### config.mk
export PLATFORM = sky130hd
export DESIGN_NAME = gate_control
export DESIGN_NICKNAME = d
export VERILOG_FILES = /design/src/edge_sync.v /design/src/gate_control.v
export VERILOG_INCLUDE_DIRS = /design/src
export SDC_FILE = /design/constraint.sdc
export NUM_CORES = 1
export LEC_CHECK = 0
export BUFFER_PORTS_ARGS = -buffer_cell sky130_fd_sc_hd__buf_2
export CAP_MARGIN = 20
export CORE_MARGIN = 1.5
export CORE_UTILIZATION = 44
export CTS_CLUSTER_SIZE = 24
export DETAILED_ROUTE_END_ITERATION = 8
export PLACE_DENSITY = 0.83
export SYNTH_ARGS = -nofsm -noshare
export SYNTH_HDL_FRONTEND = slang
export SYNTH_SLANG_ARGS = --single-unit
### constraint.sdc
create_clock -name sys_clk -period 1.95 [get_ports sys_clk]
set_input_delay 0.195 -clock sys_clk [delete_from_list [all_inputs] [get_ports sys_clk]]
set_output_delay 0.195 -clock sys_clk [all_outputs]
set_load 0.03 [all_outputs]
### src/gate_ctrl_consts.vh
`ifndef GATE_CTRL_CONSTS_VH
`define GATE_CTRL_CONSTS_VH
// ----------------------------------------
// Register byte offsets
// ----------------------------------------
`define GC_CTRL_OFS       8'h00
`define GC_STAT_OFS       8'h04
`define GC_IRQ_STAT_OFS   8'h08
`define GC_IRQ_MASK_OFS   8'h0c
// ----------------------------------------
// Control register fields
// ----------------------------------------
`define GC_CTRL_GE_BIT    0
`define GC_CTRL_TM_BIT    1
`define GC_CTRL_SPM_BIT   2
`define GC_CTRL_ARM_BIT   3
`define GC_CTRL_POL_BIT   4
`define GC_CTRL_SRC_BIT   5
// ----------------------------------------
// Status register fields
// ----------------------------------------
`define GC_STAT_VAL_BIT   0
`define GC_STAT_ACT_BIT   1
`define GC_STAT_TFF_BIT   2
// ----------------------------------------
// Reset values
// ----------------------------------------
`define GC_CTRL_RST       6'h00
`define GC_MASK_RST       1'h0
// ----------------------------------------
// Bus responses
// ----------------------------------------
`define GC_RESP_OKAY      2'h0
`define GC_RESP_SLVERR    2'h2
`endif

### src/edge_sync.v
`timescale 1ns/1ps
// ----------------------------------------
// Two-stage synchroniser with edge pulses
// ----------------------------------------
module edge_sync
(
   input  wire sys_clk,
   input  wire reset_n,
   input  wire async_in,
   output reg  level_r,
   output reg  rise_r,
   output reg  fall_r
);
   reg meta_r;
   reg sync_r;

   // Only sync_r reads meta_r
   always @(posedge sys_clk or negedge reset_n)
   begin
      if (!reset_n)
      begin
         meta_r  <= 1'b0;
         sync_r  <= 1'b0;
         level_r <= 1'b0;
         rise_r  <= 1'b0;
         fall_r  <= 1'b0;
      end
      else
      begin
         meta_r  <= async_in;
         sync_r  <= meta_r;
         level_r <= sync_r;
         rise_r  <= sync_r & ~level_r;
         fall_r  <= ~sync_r & level_r;
      end
   end
endmodule // edge_sync

### src/gate_control.v
// Local design decisions: register access over AXI4-Lite and the register offsets.
`timescale 1ns/1ps
`include "gate_ctrl_consts.vh"
module gate_control
(
   input  wire        sys_clk,
   input  wire        reset_n,
   input  wire        gate_input_pin,
   input  wire        overflow_tick,
   input  wire [7:0]  awaddr,
   input  wire        awvalid,
   output reg         awready,
   input  wire [31:0] wdata,
   input  wire [3:0]  wstrb,
   input  wire        wvalid,
   output reg         wready,
   output reg  [1:0]  bresp,
   output reg         bvalid,
   input  wire        bready,
   input  wire [7:0]  araddr,
   input  wire        arvalid,
   output reg         arready,
   output reg  [31:0] rdata,
   output reg  [1:0]  rresp,
   output reg         rvalid,
   input  wire        rready,
   output reg         count_enable_r,
   output reg         irq_r
);
   // ----------------------------------------
   // Control and status state
   // ----------------------------------------
   reg        gate_enable_r;
   reg        gate_toggle_enable_r;
   reg        gate_single_pulse_enable_r;
   reg        single_pulse_arm_r;
   reg        gate_polarity_r;
   reg        gate_source_r;
   reg        toggle_ff_r;
   reg        pulse_open_r;
   reg        gate_level_value_r;
   reg        gate_event_flag_r;
   reg        gate_event_int_enable_r;
   reg        ovf_pulse_r;
   reg        aw_hold_r;
   reg        w_hold_r;
   reg [7:0]  aw_addr_r;
   reg [31:0] w_data_r;
   reg [3:0]  w_strb_r;

   wire       pin_level;
   wire       pin_rise;
   wire       pin_fall;
   wire       raw_gate;
   wire       pol_gate;
   wire       proc_gate;
   wire       gate_rise;
   wire       gate_fall;
   wire       gate_active;
   wire       wr_fire;
   wire [7:0] wr_addr;
   wire [31:0] wr_data;
   wire [3:0] wr_strb;
   wire       arm_write;
   wire       ctrl_hit;

   // ----------------------------------------
   // Gate sources
   // ----------------------------------------
   edge_sync u_pin_sync
   (
      .sys_clk  (sys_clk),
      .reset_n  (reset_n),
      .async_in (gate_input_pin),
      .level_r  (pin_level),
      .rise_r   (pin_rise),
      .fall_r   (pin_fall)
   );

   // Tick is one cycle on the wrap to zero; registered once, so the pulse stays one cycle
   always @(posedge sys_clk or negedge reset_n)
   begin
      if (!reset_n)
         ovf_pulse_r <= 1'b0;
      else
         ovf_pulse_r <= overflow_tick;
   end

   assign raw_gate  = gate_source_r ? ovf_pulse_r : pin_level;
   assign pol_gate  = raw_gate ^ gate_polarity_r;
   // Edges of the polarised gate; pin edges are registered, overflow edges use the raw overflow_tick input
   // Overflow edges come from the tick; polarity swaps them like the pin edges
   wire ovf_rise = overflow_tick & ~ovf_pulse_r;
   wire ovf_fall = ~overflow_tick & ovf_pulse_r;
   assign gate_rise = gate_source_r ? (gate_polarity_r ? ovf_fall : ovf_rise)
                                    : (gate_polarity_r ? pin_fall : pin_rise);
   assign gate_fall = gate_source_r ? (gate_polarity_r ? ovf_rise : ovf_fall)
                                    : (gate_polarity_r ? pin_rise : pin_fall);
   assign proc_gate = gate_toggle_enable_r ? toggle_ff_r : pol_gate;

   // ----------------------------------------
   // Toggle and single-pulse logic
   // ----------------------------------------
   always @(posedge sys_clk or negedge reset_n)
   begin
      if (!reset_n)
         toggle_ff_r <= 1'b0;
      else if (!gate_toggle_enable_r)
         toggle_ff_r <= 1'b0;
      else if (gate_rise)
         toggle_ff_r <= ~toggle_ff_r;
   end

   // Window opens on the rising edge of the processed gate after arming
   wire proc_rise = gate_toggle_enable_r ? (gate_rise & ~toggle_ff_r) : gate_rise;
   wire proc_fall = gate_toggle_enable_r ? (gate_rise & toggle_ff_r) : gate_fall;

   always @(posedge sys_clk or negedge reset_n)
   begin
      if (!reset_n)
         pulse_open_r <= 1'b0;
      else if (!gate_single_pulse_enable_r || !single_pulse_arm_r)
         pulse_open_r <= 1'b0;
      else if (proc_rise)
         pulse_open_r <= 1'b1;
   end

   assign gate_active = gate_single_pulse_enable_r
                        ? (pulse_open_r & single_pulse_arm_r & proc_gate)
                        : proc_gate;

   // Level value reflects the windowed gate in single-pulse mode, else the processed gate, regardless of gate enable
   always @(posedge sys_clk or negedge reset_n)
   begin
      if (!reset_n)
      begin
         gate_level_value_r <= 1'b0;
         count_enable_r     <= 1'b0;
      end
      else
      begin
         gate_level_value_r <= gate_single_pulse_enable_r ? gate_active : proc_gate;
         count_enable_r     <= gate_enable_r ? gate_active : 1'b1;
      end
   end

   wire level_fall = gate_level_value_r &
                     ~(gate_single_pulse_enable_r ? gate_active : proc_gate);

   // ----------------------------------------
   // AXI4-Lite slave
   // ----------------------------------------
   assign wr_fire = (aw_hold_r | (awvalid & awready)) & (w_hold_r | (wvalid & wready)) & ~bvalid;
   assign wr_addr = aw_hold_r ? aw_addr_r : awaddr;
   assign wr_data = w_hold_r ? w_data_r : wdata;
   assign wr_strb = w_hold_r ? w_strb_r : wstrb;
   assign ctrl_hit = wr_fire & (wr_addr == `GC_CTRL_OFS) & wr_strb[0];
   assign arm_write = ctrl_hit & wr_data[`GC_CTRL_ARM_BIT];

   always @(posedge sys_clk or negedge reset_n)
   begin
      if (!reset_n)
      begin
         awready   <= 1'b0;
         wready    <= 1'b0;
         bvalid    <= 1'b0;
         bresp     <= `GC_RESP_OKAY;
         aw_hold_r <= 1'b0;
         w_hold_r  <= 1'b0;
         aw_addr_r <= 8'h00;
         w_data_r  <= 32'h00000000;
         w_strb_r  <= 4'h0;
      end
      else
      begin
         awready <= ~aw_hold_r & ~(awvalid & awready) & ~bvalid;
         wready  <= ~w_hold_r & ~(wvalid & wready) & ~bvalid;
         if (awvalid & awready)
         begin
            aw_hold_r <= 1'b1;
            aw_addr_r <= awaddr;
         end
         if (wvalid & wready)
         begin
            w_hold_r <= 1'b1;
            w_data_r <= wdata;
            w_strb_r <= wstrb;
         end
         if (wr_fire)
         begin
            aw_hold_r <= 1'b0;
            w_hold_r  <= 1'b0;
            bvalid    <= 1'b1;
            awready   <= 1'b0;
            wready    <= 1'b0;
            if (wr_addr == `GC_CTRL_OFS || wr_addr == `GC_STAT_OFS ||
                wr_addr == `GC_IRQ_STAT_OFS || wr_addr == `GC_IRQ_MASK_OFS)
               bresp <= `GC_RESP_OKAY;
            else
               bresp <= `GC_RESP_SLVERR;
         end
         else if (bvalid & bready)
            bvalid <= 1'b0;
      end
   end

   // Control writes; a software arm write beats a simultaneous hardware clear
   always @(posedge sys_clk or negedge reset_n)
   begin
      if (!reset_n)
      begin
         gate_enable_r              <= 1'b0;
         gate_toggle_enable_r       <= 1'b0;
         gate_single_pulse_enable_r <= 1'b0;
         single_pulse_arm_r         <= 1'b0;
         gate_polarity_r            <= 1'b0;
         gate_source_r              <= 1'b0;
         gate_event_int_enable_r    <= `GC_MASK_RST;
      end
      else
      begin
         if (ctrl_hit)
         begin
            gate_enable_r              <= wr_data[`GC_CTRL_GE_BIT];
            gate_toggle_enable_r       <= wr_data[`GC_CTRL_TM_BIT];
            gate_single_pulse_enable_r <= wr_data[`GC_CTRL_SPM_BIT];
            gate_polarity_r            <= wr_data[`GC_CTRL_POL_BIT];
            gate_source_r              <= wr_data[`GC_CTRL_SRC_BIT];
            single_pulse_arm_r         <= wr_data[`GC_CTRL_ARM_BIT];
         end
         // Trailing edge of captured pulse ends the measurement
         if (gate_single_pulse_enable_r & pulse_open_r & proc_fall & ~arm_write)
            single_pulse_arm_r <= 1'b0;
         if (wr_fire & (wr_addr == `GC_IRQ_MASK_OFS) & wr_strb[0])
            gate_event_int_enable_r <= wr_data[0];
      end
   end

   // Flag set wins over a write-one clear in the same cycle
   always @(posedge sys_clk or negedge reset_n)
   begin
      if (!reset_n)
      begin
         gate_event_flag_r <= 1'b0;
         irq_r             <= 1'b0;
      end
      else
      begin
         if (level_fall)
            gate_event_flag_r <= 1'b1;
         else if (wr_fire & (wr_addr == `GC_IRQ_STAT_OFS) & wr_strb[0] & wr_data[0])
            gate_event_flag_r <= 1'b0;
         irq_r <= gate_event_flag_r & gate_event_int_enable_r;
      end
   end

   always @(posedge sys_clk or negedge reset_n)
   begin
      if (!reset_n)
      begin
         arready <= 1'b0;
         rvalid  <= 1'b0;
         rdata   <= 32'h00000000;
         rresp   <= `GC_RESP_OKAY;
      end
      else
      begin
         arready <= ~rvalid & ~(arvalid & arready);
         if (arvalid & arready)
         begin
            rvalid  <= 1'b1;
            arready <= 1'b0;
            rresp   <= `GC_RESP_OKAY;
            rdata   <= 32'h00000000;
            case (araddr)
               `GC_CTRL_OFS:
                  rdata[5:0] <= {gate_source_r, gate_polarity_r, single_pulse_arm_r,
                                 gate_single_pulse_enable_r, gate_toggle_enable_r,
                                 gate_enable_r};
               `GC_STAT_OFS:
                  rdata[2:0] <= {toggle_ff_r, count_enable_r, gate_level_value_r};
               `GC_IRQ_STAT_OFS:
                  rdata[0] <= gate_event_flag_r;
               `GC_IRQ_MASK_OFS:
                  rdata[0] <= gate_event_int_enable_r;
               default:
                  rresp <= `GC_RESP_SLVERR;
            endcase
         end
         else if (rvalid & rready)
            rvalid <= 1'b0;
      end
   end
endmodule // gate_control

==> flow_summary.json <==
{
  "outcome": "complete, no violations",
  "worst_ep_arrival_time_ns": 1.99,
  "power_density_nw_per_um2": 1070,
  "hp-start": "overflow_tick",
  "worstSetupPathType": "flip-flop to flip-flop",
  "cts-root-buf": "clkbuf_8",
  "grt_use_met2": 0.238,
  "syn_avg_cell_area_um2": 12.2,
  "syn_area_um2": 2350,
  "syn_inst": 192,
  "clk_pin_slew_worst_paths_ns": 0.09,
  "nets": 306,
  "end_kind": "flip-flop",
  "fillers": 463,
  "initial_core_util": 0.457,
  "grt_overflow": 0,
  "grt_max_degree": 27,
  "area.growth.synth_to_final_pct": 13.5,
  "finalHoldViolations": 0,
  "reg2reg_to": "gate_polarity_r",
  "dieWidth_um": 76.0,
  "die-area_um2": 5780,
  "crit_required_ns": 2.14,
  "use_met3": 0.0467,
  "clk_latency_ns": 0.30,
  "first_pass_iters": 4,
  "gp_congestion": 0.711,
  "drcViolationCount": 0,
  "dp_hpwl_mm": 2.94,
  "tightest_slew_ns": 0.547,
  "fin_crit_sh": 0.922,
  "vias_per_cell": 4.61,
  "routed_wirelength_mm": 3.79,
  "antenna_found_initial": 0,
  "reg2reg_depth": 5,
  "top_regs": "aw_addr_r x8, rdata x6, w_data_r x6",
  "numCtsBuffers": 5,
  "port_buffers": 46,
  "cp-startpoint": "aw_addr_r[0]",
  "wl_per_cell_um": 12.0,
  "cts_max_level": 2,
  "worst-path-max-fanout": 6,
  "vias": 1458,
  "period_needed_ns": 1.80,
  "layout_common_cells": "49 x dfrtp_1, 46 x buf_2, 28 x conb_1, 20 x mux2_2, 15 x nand2_1",
  "die_y_um": 76.0,
  "report.final.slew_viol_count": 0,
  "cts_resized": 0,
  "n_antenna_cell": 0,
  "clock.fmax_ghz": 0.556,
  "ys_seq_elements": 49,
  "grt.total_usage": 0.146,
  "top_register": "aw_addr_r",
  "p_leak_nw": 1.30,
  "grt_pass1_wl_mm": 6.69,
  "cts_setup_buffers": 0,
  "whs_ns": 0.0231,
  "r2r-start": "aw_addr_r[0]",
  "finalSetupViolCount": 0,
  "rsz0062_at_grt": "false",
  "fp-row-count": 26,
  "drive_gt1_frac": 0.366,
  "largest_register_ffs": 8,
  "io_pins": 104,
  "ir_worst_vdd_mv": 0.872,
  "hp-class": "input pin to flip-flop",
  "cts_sinks": 49,
  "r2r_setup_slack_ns": 0.15,
  "final_common_cell": "dfrtp_1",
  "skew_ns": 0.00686,
  "tritoncts": "done",
  "synth-seq-area-share": 0.522,
  "yosys_warnings": 0,
  "max_cap_viol_count": 0,
  "max_slew_margin": 0.635,
  "p_total_mw": 2.85,
  "core_area_um2": 5140,
  "busiest_layer": "met2",
  "grt_use_met1": 0.181,
  "timing.critical_path.to": "gate_polarity_r",
  "clock_path_buffers": 2,
  "startpoint_type": "flip-flop",
  "grt_pass1_vias": 1442,
  "ant_nets": 0,
  "initialDrtViolationCount": 53,
  "yosysUniqueCellTypes": 35
}
[critical path, stage by stage, from the launching register on]
cell,delay (ns)
dfrtp_1,0.39
nor4_1,0.24
and3_1,0.23
o211ai_2,0.11
or2_1,0.37
mux2_4,0.34
[Yosys cell counts]
cell type / instances / area (µm²)
nor2_1: 11 / 41.3
o21ai_1: 1 / 5.00
o211ai_2: 1 / 12.5
conb_1: 1 / 3.75
buf_4: 29 / 218
nand2_1: 15 / 56.3
nand3_1: 1 / 5.00
nor3_1: 4 / 20.0
mux2_4: 5 / 75.1
clkbuf_1: 1 / 3.75
inv_1: 3 / 11.3
a21o_1: 1 / 7.51
mux2i_1: 7 / 70.1
nor4_1: 2 / 12.5
o21a_1: 1 / 7.51
mux2_1: 1 / 11.3
or2_1: 2 / 12.5
o21ai_0: 1 / 5.00
nor4_4: 1 / 21.3
xor2_1: 2 / 17.5
buf_6: 2 / 22.5
mux2_2: 20 / 225
mux4_2: 3 / 67.6
nor2b_1: 6 / 37.5
and3_1: 1 / 6.26
or4_4: 1 / 11.3
o21ai_2: 1 / 8.76
a22oi_1: 1 / 7.51
o31ai_1: 3 / 22.5
and2_1: 2 / 12.5
nor2_2: 1 / 6.26
nand2b_1: 1 / 6.26
dfrtp_1: 49 / 1230
a21oi_1: 7 / 35.0
a22o_1: 4 / 35.0
[layer usage]
metal | up-vias | wire length [µm]
li1 | 712 | -
met1 | 688 | 1690
met2 | 51 | 1800
met3 | 7 | 239
met4 | 0 | 59
met5 | - | 0
[power by group]
group	switching [mW]	leakage [nW]	internal [mW]
clock network	0.326	0.0439	0.248
logic	0.434	0.653	0.373
registers	0.202	0.606	1.26
[timing repair]
action,in CTS,in global routing
setup endpoints to repair,0,0
hold buffers,2,0
endpoints found under the hold margin,24,0
[how the worst min path moves through the flow]
| stage | endpoint | slack (ns) | cells after the start |
|---|---|---|---|
| after global placement | u_pin_sync.meta_r | 0.21 | 1 |
| after CTS | ovf_pulse_r | 0.006 | 1 |
| after floorplan | arready | -0.10 | 0 |
| after detailed placement | u_pin_sync.meta_r | 0.21 | 1 |
| after global routing | ovf_pulse_r | 0.007 | 1 |
| final | ovf_pulse_r | 0.02 | 1 |
[area by class of cell]
type / instances / area, µm² / share of cell area
clock buffer: 5 / 68.8 / 0.0258
clock inverter: 3 / 17.5 / 0.00658
inverter: 3 / 11.3 / 0.00423
multi-input combinational: 135 / 967 / 0.363
sequential: 49 / 1230 / 0.460
tap: 70 / 87.6 / 0.0329
timing repair buffer: 51 / 285 / 0.107
[stage by stage]
step	area, µm²	setup TNS (ns)	worst slack, ns	std cells	util
after floorplan	2450	0	0.166	219	-
after global placement	2560	-0.0698	-0.0144	306	0.498
after detailed placement	2560	-0.257	-0.0538	306	0.498
after CTS	2660	0	0.137	316	0.518
after global routing	2660	0	0.0428	316	0.518
final	2660	0	0.152	316	0.518
[cells by family (layout without fill, tap and decap cells)]
kind of cell           count (synthesis)  in the layout  share of synthesized area
buffers and inverters                 35             62                      0.109
AND/OR/NAND/NOR                       48             48                      0.106
multiplexers                          36             36                      0.191
flip-flops                            49             49                      0.522
other                                  1             28                    0.00160
XOR/XNOR                               2              2                    0.00746
AO/OA/AOI/OAI                         21             21                     0.0624
Note: power is estimated with default switching activity, not from simulation.
